$ cat src/inc/timer_set_pkg.sv
// Purpose: Shared constants and carriers for the multimode timer set
// Assumes: One 25 MHz clock, all controls are plain ports
// Notes:   Mode codes are 2-bit fields, count widths are fixed
package timer_set_pkg;
   localparam int unsigned CLK_HZ     = 25000000;
   localparam int unsigned PRE_DIV_LO = 16;
   localparam int unsigned PRE_DIV_HI = 256;
   localparam logic [7:0]  PRE_HI_MAX = 8'(PRE_DIV_HI - 1);
   localparam logic [3:0]  PRE_LO_MAX = 4'(PRE_DIV_LO - 1);
   localparam logic [7:0]  PRE_RST    = 8'h00;

   localparam logic [1:0]  TX_TIMER   = 2'h0;
   localparam logic [1:0]  TX_PULSE   = 2'h1;
   localparam logic [1:0]  TX_EVENT   = 2'h2;
   localparam logic [1:0]  TX_PWIDTH  = 2'h3;

   localparam logic [1:0]  TY_TIMER   = 2'h0;
   localparam logic [1:0]  TY_PERIOD  = 2'h1;
   localparam logic [1:0]  TY_EVENT   = 2'h2;
   localparam logic [1:0]  TY_HL      = 2'h3;

   localparam logic        T1_SRC_DIV16  = 1'h0;
   localparam logic        T1_SRC_DIV256 = 1'h1;
   localparam logic        T23_SRC_T1UF  = 1'h0;
   localparam logic        T23_SRC_DIV16 = 1'h1;

   localparam logic [15:0] CNT16_ZERO = 16'h0000;
   localparam logic [15:0] CNT16_ONE  = 16'h0001;
   localparam logic [15:0] CNT16_RST  = 16'hFFFF;
   localparam logic [7:0]  CNT8_ZERO  = 8'h00;
   localparam logic [7:0]  CNT8_ONE   = 8'h01;
   localparam logic [7:0]  CNT8_RST   = 8'hFF;
   localparam logic [1:0]  RT_RST     = 2'h0;

   typedef struct packed {
      logic [1:0] mode;
      logic       edge_sw;
      logic       wr_ctrl;
      logic       rt_en;
      logic [1:0] rt_data;
   } tx_ctrl_s;

   typedef struct packed {
      logic [1:0] mode;
      logic       edge_sw;
   } ty_ctrl_s;

   typedef struct packed {
      logic t1_src;
      logic t2_src;
      logic t3_src;
      logic t2_wr_ctrl;
      logic timer2_toggle_out_en;
   } t8_ctrl_s;

   typedef struct packed {
      logic tx;
      logic ty;
      logic t1;
      logic t2;
      logic t3;
      logic pin_a;
      logic pin_b;
   } irq_s;
endpackage : timer_set_pkg

$ cat src/design/multimode_timer_set.sv
// Purpose: Two 16-bit and three 8-bit down counters with measurement modes
// Assumes: Pins are asynchronous and pass two flip-flops before use
// Notes:   Interrupt requests leave as one-cycle registered pulses
`timescale 1ns/1ps
`default_nettype none
module multimode_timer_set (
   input  wire logic                     ref_clk,
   input  wire logic                     reset_n,
   input  wire logic                     event_pin_a,
   input  wire logic                     event_pin_b,
   input  wire timer_set_pkg::tx_ctrl_s  tx_ctrl,
   input  wire timer_set_pkg::ty_ctrl_s  ty_ctrl,
   input  wire timer_set_pkg::t8_ctrl_s  t8_ctrl,
   input  wire logic                     tx_wr,
   input  wire logic [15:0]              tx_wdata,
   input  wire logic                     ty_wr,
   input  wire logic [15:0]              ty_wdata,
   input  wire logic                     ty_rd,
   input  wire logic                     t1_wr,
   input  wire logic                     t2_wr,
   input  wire logic                     t3_wr,
   input  wire logic [7:0]               t8_wdata,
   output logic [15:0]                   tx_count,
   output logic [15:0]                   ty_rdata,
   output logic [7:0]                    t1_count,
   output logic [7:0]                    t2_count,
   output logic [7:0]                    t3_count,
   output timer_set_pkg::irq_s           irq,
   output logic                          rt_port_bit_lo,
   output logic                          rt_port_bit_hi,
   output logic                          timer2_toggle_out
);
   import timer_set_pkg::*;

   function automatic logic [7:0] t8_next(input logic [7:0] cnt, input logic [7:0] lat,
                                          input logic en, input logic load,
                                          input logic [7:0] wdata);
      if (load)
         return wdata;
      if (en)
         return (cnt == CNT8_ZERO) ? lat : cnt - CNT8_ONE;
      return cnt;
   endfunction : t8_next

   logic [7:0]  pre_r;
   logic [2:0]  a_sync_r, b_sync_r;
   logic [15:0] tx_cnt_r, tx_lat_r, ty_cnt_r, ty_lat_r, ty_snap_r, ty_rdata_r;
   logic        ty_hold_r, rt_en_r, timer2_toggle_out_r;
   logic [1:0]  rt_out_r;
   logic [7:0]  t1_cnt_r, t1_lat_r, t2_cnt_r, t2_lat_r, t3_cnt_r, t3_lat_r;
   irq_s        irq_r;
   logic        pre16, pre256;
   logic        a_lvl, a_rise, a_fall, a_edge, b_rise, b_fall, b_sel, b_irq_ev;
   logic        tx_en, tx_uf, ty_meas, ty_reload, ty_en, ty_uf;
   logic        t1_en, t1_uf, t2_en, t2_uf, t3_en, t3_uf, t2_load;

   // Free-running prescaler gives the divide-by-16 and divide-by-256 enables
   always_ff @(posedge ref_clk or negedge reset_n) begin
      if (!reset_n)
         pre_r <= PRE_RST;
      else
         pre_r <= pre_r + 8'h01;
   end
   assign pre16  = (pre_r[3:0] == PRE_LO_MAX);
   assign pre256 = (pre_r == PRE_HI_MAX);

   // Two stages synchronise, the third only remembers the last level for edges
   always_ff @(posedge ref_clk or negedge reset_n) begin
      if (!reset_n) begin
         a_sync_r <= 3'h0;
         b_sync_r <= 3'h0;
      end else begin
         a_sync_r <= {a_sync_r[1:0], event_pin_a};
         b_sync_r <= {b_sync_r[1:0], event_pin_b};
      end
   end
   assign a_lvl  = a_sync_r[1];
   assign a_rise = a_sync_r[1] & ~a_sync_r[2];
   assign a_fall = ~a_sync_r[1] & a_sync_r[2];
   assign a_edge = tx_ctrl.edge_sw ? a_fall : a_rise;
   assign b_rise = b_sync_r[1] & ~b_sync_r[2];
   assign b_fall = ~b_sync_r[1] & b_sync_r[2];
   assign b_sel  = ty_ctrl.edge_sw ? b_fall : b_rise;

   // First 16-bit timer
   always_comb begin
      case (tx_ctrl.mode)
         TX_EVENT:  tx_en = a_edge;
         TX_PWIDTH: tx_en = pre16 & (a_lvl == ~tx_ctrl.edge_sw);
         default:   tx_en = pre16;
      endcase
   end
   assign tx_uf = tx_en & (tx_cnt_r == CNT16_ZERO);

   always_ff @(posedge ref_clk or negedge reset_n) begin
      if (!reset_n)
         tx_cnt_r <= CNT16_RST;
      else if (tx_wr && (!tx_ctrl.wr_ctrl || tx_uf))
         tx_cnt_r <= tx_wdata;
      else if (tx_uf)
         tx_cnt_r <= tx_lat_r;
      else if (tx_en)
         tx_cnt_r <= tx_cnt_r - CNT16_ONE;
   end

   always_ff @(posedge ref_clk or negedge reset_n) begin
      if (!reset_n)
         tx_lat_r <= CNT16_RST;
      else if (tx_wr)
         tx_lat_r <= tx_wdata;
   end

   // Real-time port
   always_ff @(posedge ref_clk or negedge reset_n) begin
      if (!reset_n) begin
         rt_en_r  <= 1'b0;
         rt_out_r <= RT_RST;
      end else begin
         rt_en_r <= tx_ctrl.rt_en;
         if (tx_ctrl.rt_en && (!rt_en_r || tx_uf))
            rt_out_r <= tx_ctrl.rt_data;
      end
   end
   assign rt_port_bit_lo = rt_out_r[0];
   assign rt_port_bit_hi = rt_out_r[1];

   // Second 16-bit timer
   assign ty_meas   = (ty_ctrl.mode == TY_PERIOD) || (ty_ctrl.mode == TY_HL);
   assign b_irq_ev  = (ty_ctrl.mode == TY_HL) ? (b_rise | b_fall) : b_sel;
   assign ty_reload = ty_meas & b_irq_ev;
   assign ty_en     = (ty_ctrl.mode == TY_EVENT) ? b_sel : pre16;
   assign ty_uf     = ty_en & (ty_cnt_r == CNT16_ZERO) & ~ty_reload;

   always_ff @(posedge ref_clk or negedge reset_n) begin
      if (!reset_n)
         ty_cnt_r <= CNT16_RST;
      else if (ty_wr)
         ty_cnt_r <= ty_wdata;
      else if (ty_reload || ty_uf)
         ty_cnt_r <= ty_lat_r;
      else if (ty_en)
         ty_cnt_r <= ty_cnt_r - CNT16_ONE;
   end

   always_ff @(posedge ref_clk or negedge reset_n) begin
      if (!reset_n)
         ty_lat_r <= CNT16_RST;
      else if (ty_wr)
         ty_lat_r <= ty_wdata;
   end

   // Captured count survives until the first read; a new capture beats the read
   always_ff @(posedge ref_clk or negedge reset_n) begin
      if (!reset_n) begin
         ty_snap_r <= CNT16_ZERO;
         ty_hold_r <= 1'b0;
      end else if (ty_reload && !ty_wr) begin
         ty_snap_r <= ty_cnt_r;
         ty_hold_r <= 1'b1;
      end else if (ty_rd) begin
         ty_hold_r <= 1'b0;
      end
   end

   always_ff @(posedge ref_clk or negedge reset_n) begin
      if (!reset_n)
         ty_rdata_r <= CNT16_ZERO;
      else if (ty_rd)
         ty_rdata_r <= ty_hold_r ? ty_snap_r : ty_cnt_r;
   end

   // Three 8-bit timers
   assign t1_en   = (t8_ctrl.t1_src == T1_SRC_DIV256) ? pre256 : pre16;
   assign t1_uf   = t1_en & (t1_cnt_r == CNT8_ZERO);
   assign t2_en   = (t8_ctrl.t2_src == T23_SRC_T1UF) ? t1_uf : pre16;
   assign t2_uf   = t2_en & (t2_cnt_r == CNT8_ZERO);
   assign t3_en   = (t8_ctrl.t3_src == T23_SRC_T1UF) ? t1_uf : pre16;
   assign t3_uf   = t3_en & (t3_cnt_r == CNT8_ZERO);
   assign t2_load = t2_wr & (~t8_ctrl.t2_wr_ctrl | t2_uf);

   always_ff @(posedge ref_clk or negedge reset_n) begin
      if (!reset_n) begin
         t1_cnt_r <= CNT8_RST;
         t2_cnt_r <= CNT8_RST;
         t3_cnt_r <= CNT8_RST;
      end else begin
         t1_cnt_r <= t8_next(t1_cnt_r, t1_lat_r, t1_en, t1_wr, t8_wdata);
         t2_cnt_r <= t8_next(t2_cnt_r, t2_lat_r, t2_en, t2_load, t8_wdata);
         t3_cnt_r <= t8_next(t3_cnt_r, t3_lat_r, t3_en, t3_wr, t8_wdata);
      end
   end

   always_ff @(posedge ref_clk or negedge reset_n) begin
      if (!reset_n) begin
         t1_lat_r <= CNT8_RST;
         t2_lat_r <= CNT8_RST;
         t3_lat_r <= CNT8_RST;
      end else begin
         if (t1_wr)
            t1_lat_r <= t8_wdata;
         if (t2_wr)
            t2_lat_r <= t8_wdata;
         if (t3_wr)
            t3_lat_r <= t8_wdata;
      end
   end

   always_ff @(posedge ref_clk or negedge reset_n) begin
      if (!reset_n)
         timer2_toggle_out_r <= 1'b0;
      else if (t8_ctrl.timer2_toggle_out_en && t2_uf)
         timer2_toggle_out_r <= ~timer2_toggle_out_r;
   end

   always_ff @(posedge ref_clk or negedge reset_n) begin
      if (!reset_n)
         irq_r <= '0;
      else
         irq_r <= '{tx: tx_uf, ty: ty_uf, t1: t1_uf, t2: t2_uf, t3: t3_uf,
                    pin_a: a_edge, pin_b: b_irq_ev};
   end

   assign tx_count          = tx_cnt_r;
   assign ty_rdata          = ty_rdata_r;
   assign t1_count          = t1_cnt_r;
   assign t2_count          = t2_cnt_r;
   assign t3_count          = t3_cnt_r;
   assign irq               = irq_r;
   assign timer2_toggle_out = timer2_toggle_out_r;
endmodule : multimode_timer_set
`default_nettype wire

$ cat config.mk
export PLATFORM = sky130hd
export DESIGN_NAME = multimode_timer_set
export DESIGN_NICKNAME = d
export VERILOG_FILES = /design/src/inc/timer_set_pkg.sv /design/src/design/multimode_timer_set.sv
export SDC_FILE = /design/constraint.sdc
export NUM_CORES = 1
export LEC_CHECK = 0
export BUFFER_PORTS_ARGS = -buffer_cell sky130_fd_sc_hd__buf_2
export CORE_AREA = 2 2 161 163
export CTS_CLUSTER_DIAMETER = 80
export DETAILED_ROUTE_END_ITERATION = 16
export DIE_AREA = 0 0 163 165
export PLACE_DENSITY = 0.57
export SETUP_SLACK_MARGIN = 0.3
export SLEW_MARGIN = 20
export SYNTH_ARGS = -nofsm -noshare
export SYNTH_HDL_FRONTEND = slang
export SYNTH_SLANG_ARGS = --single-unit
$ cat constraint.sdc
create_clock -name ref_clk -period 2.4 [get_ports ref_clk]
set_input_delay 0 -clock ref_clk [delete_from_list [all_inputs] [get_ports ref_clk]]
set_output_delay 0 -clock ref_clk [all_outputs]
set_load 0.02 [all_outputs]
==> qor.yml, run 1 <==
reg2reg_slack_ns: 0.25
grt_pass1_vias: 7387
rr_startpoint: "t1_count[0]"
final_max_slew_viol_count: 0
setup_ws_ns: 0.247
die_x_um: 163
wl_per_cell_um: 16.6
power.density_nw_per_um2: 721
p_leak_nw: 5.02
ir_worst_vdd_mv: 0.359
postLayoutCoreUtil_pct: 47.2
setup_violations: 0
finalCriticalPeriod_ns: 2.15
layoutNonFillerInstCount: 1443
cts_sinks: 170
ys_async_sr_fraction_pct: 100
dpl.cell_count: 1304
hold_path.class: "in -> reg"
final-hold-violation-count: 0
grt_pass1_wl_mm: 38.5
crit_start: "t1_count[0]"
dpl.hpwl_mm: 16.0
grt_usage_pct: 18.0
vias: 7455
cts_root_buf: "clkbuf_16"
worstRegToRegCells: 9
clock_skew_ns: 0.0119
avgSynthCellArea_um2: 10.1
grt_antenna_before_repair: 0
synth-seq-cells: 170
outcome: "completed"
path_clk_slew_ns: 0.07
place_congestion: 0.868
pin_count: 131
syn_nets: 930
first_iter_violations: 440
drive_above_1_share_pct: 43.5
yosys_most_used_dff: "dfstp_2"
dieArea_um2: 26900
setup.worst_path.end: "t2_count[7]"
finalCritPeriodShare_pct: 89.7
total_power_mw: 8.52
final_cell_mix: "129 x buf_2, 112 x dfstp_2, 73 x nor2_1"
rsz0062_at_grt: "yes"
max-cap-violations: 0
clk_latency_ns: 0.43
pre_cts_slack_ns: 0.0527
yosysWarnings: 0
worstHoldStart: "t2_wr"
grt_max_degree: 65
start_util_pct: 34.6
die_h_um: 165
path_max_fanout: 7
critPathLaunchType: "flop"
routed_wl_mm: 23.9
tritoncts: "done"
cts_max_level: 4
drc: 0
grt_overflow: 0
num_rows: 58
drtAntennaViolNets: 0
fin_setup_tns_ns: 0
fin_nets: 1176
maxSlewHeadroom_pct: 57.1
area_growth_pct: 36.4
firstDrtPassIters: 5
required_ns: 2.76
ctsLongestPathBuffers: 2
netlist-cell-type-count: 75
core_area_um2: 25000
r2r_end: "t2_count[7]"
worstSetupPathType: "reg -> reg"
portBuffers: 130
avgViaCountPerCell: 5.17
n_antenna_cell: 0
cp.arrival_ns: 2.52
syn_area_um2: 8670
worstMarginPinSlew_ns: 0.642
clock.fmax_mhz: 465
syn-instance-count: 854
cts_made_buffers: 17
cp-end-kind: "flop"
yosysSeqAreaShare_pct: 50.7
final_common_cell: "buf_2"
synth_edf_count: 0
-- how the worst min path moves through the flow --
| stage | to | cells past startpoint |
|---|---|---|
| after floorplan | a_sync_r[0] | 0 |
| after global placement | ty_rdata[6] | 1 |
| after global routing | t2_lat_r[7] | 2 |
| final | t2_lat_r[7] | 2 |
| after detailed placement | ty_rdata[6] | 1 |
| after CTS | t2_count[1] | 3 |
-- Yosys cell counts (5+ instances only) --
cell / count / area [µm²]
a211oi_1: 11 / 82.6
a21o_1: 5 / 37.5
a21oi_1: 68 / 340
a22oi_1: 9 / 67.6
a31oi_1: 6 / 37.5
and2_1: 5 / 31.3
buf_2: 7 / 35.0
clkbuf_1: 30 / 113
dfrtp_1: 58 / 1450
dfstp_2: 112 / 2940
ha_1: 11 / 138
inv_1: 50 / 188
mux2_2: 50 / 563
mux2i_1: 26 / 260
nand2_1: 75 / 282
nand2b_1: 5 / 31.3
nand3_1: 17 / 85.1
nand4_1: 6 / 37.5
nor2_1: 77 / 289
nor3_1: 16 / 80.1
nor4_1: 6 / 37.5
o211ai_1: 10 / 75.1
o21ai_0: 69 / 345
o21ai_1: 5 / 25.0
o22ai_1: 10 / 62.6
o31ai_1: 6 / 45.0
o41ai_1: 6 / 52.6
or3_1: 10 / 62.6
xnor2_1: 14 / 123
xor2_1: 7 / 61.3
-- worst max-delay path: stages, from the launching register on --
cell and delay (ns):
dfstp_2 0.37, inv_2 0.06, ha_4 0.13, or4b_4 0.48, a211oi_4 0.18, buf_6 0.16
o21ai_4 0.09, o21ai_2 0.17, nand2_4 0.13, mux2_4 0.32
-- per-stage QoR --
stage               cell area, µm²  hold WS (ns)
global route                 11800        0.0419
CTS                          11400        0.0290
floorplan                     8690        -0.296
detailed placement            9840        0.0446
global placement              9840        0.0381
finish                       11800        0.0424
-- cell type report --
class / count / area (µm²)
Fill cell: 2370 / 13200
Sequential cell: 170 / 4390
Multi-Input combinational cell: 595 / 4270
Timing Repair Buffer: 266 / 1930
Clock buffer: 18 / 450
Tap cell: 330 / 413
Inverter: 50 / 188
Clock inverter: 14 / 180
-- cells by family after synthesis --
logic type	after synthesis	synth area share, %
buffers and inverters	90	4.14
and+or+nand+nor	247	14.2
muxes	76	9.50
AOI/OAI and AO/OA	239	17.7
xor gates and xnor gates	21	2.12
adders and majority gates	11	1.59
DFF	170	50.7
-- sequential cells by signal (all words and copies together), names as in the netlist, 16 cells and up --
| signal | flops |
|---|---|
| ty_rdata | 16 |
| ty_snap_r | 16 |
| tx_lat_r | 16 |
| tx_count | 16 |
| ty_lat_r | 16 |
| ty_cnt_r | 16 |
-- report_power, final --
part	internal (mW)	switching (mW)
logic	0.813	0.956
clock network	1.72	1.22
registers	3.42	0.397
-- timing repair --
action | CTS | global route
setup buffers | 31 | 17
hold buffers | 57 | 0
endpoints found under the hold margin | 177 | 0
gates cloned | 1 | 1
pin swaps | 16 | 30
resized for setup | 32 | 63
setup endpoints to repair | 59 | 62
-- metal layers --
metal	part of all wire [%]	global-route usage, %
met5	0	0
met3	4.6	2.79
met2	46	28.7
met1	48	25.0
met4	1.9	6.23
Note: power is estimated with default switching activity, not from simulation.
==> run 2, diff against run 1 <==
- PLACE_DENSITY: 0.57 -> 0.59
- clock period: 2.4 -> 1.95 ns (I/O delays scaled with it)
==> run 2 against run 1 <==
Compared with the run above:
- the flow now finishes with violations (setup timing)
- worst setup slack lost 0.46 ns
- wire length is 8.2% higher
- clock power is 8.5% higher
- combinational power is 63% higher
- power grew 25%
- cell count is 6.3% higher
- critical path depth up 1
- sequential power grew 20%
- sequential cell count is the same
- maximum frequency down 0.39%
- largest cell class is now multi-input gates
==> qor.yml, run 2 (synthesis gave the netlist of run 1 again) <==
num_rows: 58
comb_power_share_pct: 27.1
vias: 7888
grt_pass1_vias: 7766
avgViaCountPerCell: 5.14
p_switching_mw: 3.41
worstSetupPathType: "reg -> reg"
cts_max_level: 4
drtAntennaViolNets: 0
final-hold-violation-count: 0
violations: "setup timing"
fin_nets: 1263
reg2reg_slack_ns: -0.21
setup_ws_ns: -0.211
clock_skew_ns: 0.0165
switching_share_pct: 32.1
path_max_fanout: 4
cp.arrival_ns: 2.54
final_common_cell: "buf_2"
path_clk_slew_ns: 0.07
grt_usage_pct: 19.2
firstDrtPassIters: 5
maxSlewHeadroom_pct: 36.0
pin_count: 131
postLayoutCoreUtil_pct: 52.8
cts_sinks: 170
power.density_nw_per_um2: 803
drc: 0
required_ns: 2.33
portBuffers: 130
core_area_um2: 25000
place_congestion: 0.873
fin_area_um2: 13200
rsz0062_at_grt: "yes"
ctsLongestPathBuffers: 2
pwr-share-clk_pct: 30.0
first_iter_violations: 409
cts_made_buffers: 17
tritoncts: "done"
worstMarginPinSlew_ns: 0.959
p_leak_nw: 5.68
seqPwrFrac_pct: 42.9
grt_antenna_before_repair: 4
outcome: "complete, but fails checks"
total_power_mw: 10.6
cts_root_buf: "clkbuf_16"
finalCritPeriodShare_pct: 111
ir_worst_vdd_mv: 0.396
cp-end-kind: "flop"
finalCriticalPeriod_ns: 2.16
clk_latency_ns: 0.43
place_area_um2: 10900
grt_pass1_wl_mm: 40.5
critPathLaunchType: "flop"
final_max_slew_viol_count: 0
grt_max_degree: 59
setup_violations: 42
dieArea_um2: 26900
die_x_um: 163
p_int_mw: 7.22
final_cell_mix: "129 x buf_2, 112 x dfstp_2, 107 x buf_4"
start_util_pct: 34.6
die_h_um: 165
max-cap-violations: 0
dpl.hpwl_mm: 17.2
routed_wl_mm: 25.9
clock.fmax_mhz: 463
grt_overflow: 0
whs_ns: 0.0363
drive_above_1_share_pct: 55.1
area_growth_pct: 52.7
hold_path.class: "in -> reg"
nFillCells: 2241
wl_per_cell_um: 16.9
==> run 2: cell types whose count changed in the layout (fill, tap and decap cells not counted), moves of 11 or more <==
cell,before,now
a21oi_1,58,45
a21oi_2,10,21
buf_4,64,107
buf_6,10,52
mux2_2,47,32
mux2_4,3,18
nand2_1,71,56
nor2_1,73,61
o21ai_0,55,25
o21ai_1,15,34
==> run 2: final timing paths <==
| check | startpoint | endpoint | cells past startpoint |
|---|---|---|---|
| worst max-delay path | t1_count[0] | t2_count[0] | 10 |
| worst min-delay path | t2_wr | t2_lat_r[3] | 2 |
| worst max register to register | t1_count[0] | t2_count[0] | 10 |
| worst min register to register | a_sync_r[0] | a_sync_r[1] | 0 |
| max in group asynchronous | reset_n | t3_count[2] | 3 |
| min in group asynchronous | reset_n | irq[4] | 2 |
==> run 2: through the flow <==
step | setup slack [ns] | TNS [ns] | std cells
finish | -0.211 | -4.47 | 1534
global route | -0.273 | -8.45 | 1534
CTS | -0.147 | -3.05 | 1523
detailed placement | -0.245 | -5.19 | 1400
global placement | -0.190 | -3.91 | 1400
floorplan | -0.179 | -1.62 | 854
==> run 2: timing repair <==
item / CTS / global route
hold endpoints to repair: 171 / 0
setup buffers: 31 / 7
setup endpoints to repair: 80 / 78
resized for setup: 121 / 107
gates cloned: 4 / 0
hold buffers: 56 / 0
pin swaps: 61 / 59
==> run 2: final cells by class <==
cell class / instances / area [µm²] / share of cell area (%)
Clock buffer: 17 / 425 / 3.22
Clock inverter: 15 / 114 / 0.861
Inverter: 50 / 188 / 1.42
Sequential cell: 170 / 4390 / 33.2
Multi-Input combinational cell: 597 / 4950 / 37.4
Antenna cell: 4 / 10.0 / 0.0757
Timing Repair Buffer: 351 / 2740 / 20.7
Tap cell: 330 / 413 / 3.12
==> run 2: critical path, stage by stage (launching register included) <==
cell and delay (ns):
dfstp_2 0.38, inv_2 0.07, ha_4 0.13, or4b_4 0.48, a211oi_4 0.19, buf_6 0.16, buf_6 0.10, o21ai_4 0.07
buf_4 0.16, o31ai_2 0.21, mux2_4 0.17
==> run 2: routing by layer <==
| layer | GRT usage, % | part of all wire [%] | up-vias |
|---|---|---|---|
| met5 | 0 | 0 | - |
| met4 | 7.12 | 2.6 | 0 |
| met3 | 3.37 | 4.1 | 44 |
| met2 | 31.1 | 49 | 201 |
| met1 | 25.7 | 45 | 3884 |
| li1 | - | - | 3759 |
==> run 2: power groups by stage <==
stage	Clock (mW)	Combinational, mW	Sequential (mW)
3_5_place_dp	0	2.40	4.58
4_1_cts	3.30	2.69	4.54
3_3_place_gp	0	2.38	4.57
2_1_floorplan	0	1.18	4.82
6_report	3.19	2.88	4.56
5_1_grt	3.45	3.13	4.61
==> run 3, diff against run 2 <==
- SETUP_SLACK_MARGIN: 0.3 -> 0.1
==> run 3 against run 2 <==
Compared with the run above:
- sequential cell count unchanged
- first-iteration DRC count grew 25%
- via count shrank 0.56%
- power increased by 4.1%
- die area stayed put
- critical path type unchanged
- the flow still finishes with violations (setup timing)
==> qor.yml, run 3 (synthesis gave the netlist of run 1 again) <==
outcome: "complete, but fails checks"
violations: "setup timing"
firstDrtPassIters: 4
clock.fmax_mhz: 468
layoutNonFillerInstCount: 1525
tritoncts: "done"
path_clk_slew_ns: 0.07
avgViaCountPerCell: 5.14
grt_overflow: 0
maxSlewHeadroom_pct: 40.7
setup_violations: 45
wl_per_cell_um: 16.4
hold_path.class: "in -> reg"
cts_max_level: 4
worstSetupPathType: "reg -> reg"
routed_wl_mm: 25.0
portBuffers: 130
drtAntennaViolNets: 0
crit_chain: "inv_2, ha_4, or4b_4, nor2_4, a41o_4, nor2_4, buf_6, a221o_1"
die_h_um: 165
crit_start: "ty_cnt_r[0]"
cts_made_buffers: 17
clock_skew_ns: 0.0163
nFillCells: 2208
multi_input_area_um2: 4750
fin_nets: 1256
final_cell_mix: "129 x buf_2, 112 x dfstp_2, 101 x buf_4"
start_util_pct: 34.6
die_x_um: 163
critPathLaunchType: "flop"
rr_startpoint: "ty_cnt_r[0]"
cp_slowest_cell: "or4b_4"
regArea_um2: 4390
drive_above_1_share_pct: 53.2
grt_usage_pct: 18.7
drc: 0
cpMostUsedCell: "nor2_4"
finalCriticalPeriod_ns: 2.14
first_iter_violations: 510
grt_pass1_vias: 7574
clk_latency_ns: 0.43
area_growth_pct: 51.5
worstMarginPinSlew_ns: 0.882
pin_count: 131
vias: 7844
grt_pass1_wl_mm: 39.6
num_rows: 58
grt_max_degree: 48
cts_sinks: 170
grt_antenna_before_repair: 1
critPathTopFamily: "simple AND/OR/NAND/NOR gates"
place_congestion: 0.903
dpl.cell_count: 1404
power.density_nw_per_um2: 843
ir_worst_vdd_mv: 0.466
worstHoldStart: "t3_wr"
max_stage_delay_ns: 0.49
path_max_fanout: 4
required_ns: 2.31
max-cap-violations: 0
pre_cts_slack_ns: -0.249
setup_ws_ns: -0.188
final_max_slew_viol_count: 0
cts_root_buf: "clkbuf_16"
path_buf_inv: 2
dieArea_um2: 26900
core_area_um2: 25000
final-hold-violation-count: 0
rsz0062_at_grt: "yes"
finalCritPeriodShare_pct: 110
p_leak_nw: 5.64
cp-end-kind: "flop"
cp.arrival_ns: 2.49
ctsLongestPathBuffers: 2
dpl.hpwl_mm: 17.1
final_common_cell: "buf_2"
## run 3: cell count changes in the layout (fill, tap and decap cells not counted), sizes merged, moves of 3 or more
cell	previous run	this run
inv	57	53
clkinv	8	2
buf	295	289
clkbuf	17	21
clkinvlp	0	3
bufinv	0	3
## run 3: worst paths after layout
| kind | to | slack (ns) | depth (start not counted) |
|---|---|---|---|
| setup / recovery | ty_cnt_r[11] | -0.19 | 8 |
| hold / removal | t3_count[2] | 0.04 | 3 |
| setup reg to reg | ty_cnt_r[11] | -0.19 | 8 |
| hold reg to reg | a_sync_r[1] | 0.35 | 0 |
| max in group asynchronous | t3_lat_r[1] | 1.17 | 3 |
| min in group asynchronous | rt_out_r[1] | 0.06 | 2 |
## run 3: what timing repair did
item / CTS / global route
endpoints found under the setup margin: 68 / 75
gates resized for setup: 135 / 98
endpoints found under the hold margin: 204 / 1
gates cloned: 3 / 0
hold buffers: 57 / 1
buffers inserted: 18 / 11
pin swaps: 53 / 40
## run 3: report_power, final
group / switching, mW / leakage (nW) / internal (mW)
combinational: 1.49 / 3.45 / 1.37
sequential: 0.349 / 1.88 / 4.20
clock: 1.48 / 0.305 / 2.18
## run 3: tightest hold or removal path: cells and delay by family
kind / cells / cell delay, ns
simple gates: 2 / 0.20
buf+inv: 1 / 0.25
## run 3: cell type report
type | instances | share of cell area [%]
multi-input cells | 594 | 36.2
flip-flops and latches | 170 | 33.5
repair buffers | 347 | 20.9
clock buffers | 21 | 3.67
well taps | 330 | 3.14
inverters | 50 | 1.45
clock inverters | 11 | 1.20
diodes | 2 | 0.0381
## run 3: layer usage
layer  track usage (%)  up-vias  share of wire [%]
met4              5.19        0                1.1
met5                 0        -                  0
met2              30.1      182                 48
li1                  -     3732                  -
met1              25.7     3909                 47
met3              3.64       21                4.1
## run 3: metrics by stage
stage | setup TNS (ns) | hold slack [ns] | instance area, µm² | total power, mW | utilization [%]
3_3_place_gp | -4.16 | -0.0293 | 10800 | 6.87 | 43.0
4_1_cts | -3.06 | 0.00384 | 12700 | 11.0 | 50.7
6_report | -3.10 | 0.0379 | 13100 | 11.1 | 52.4
5_1_grt | -7.64 | 0.0296 | 13100 | 11.6 | 52.4
2_1_floorplan | -1.59 | -0.296 | 8870 | 5.91 | -
3_5_place_dp | -5.99 | -0.0238 | 10800 | 6.91 | 43.0
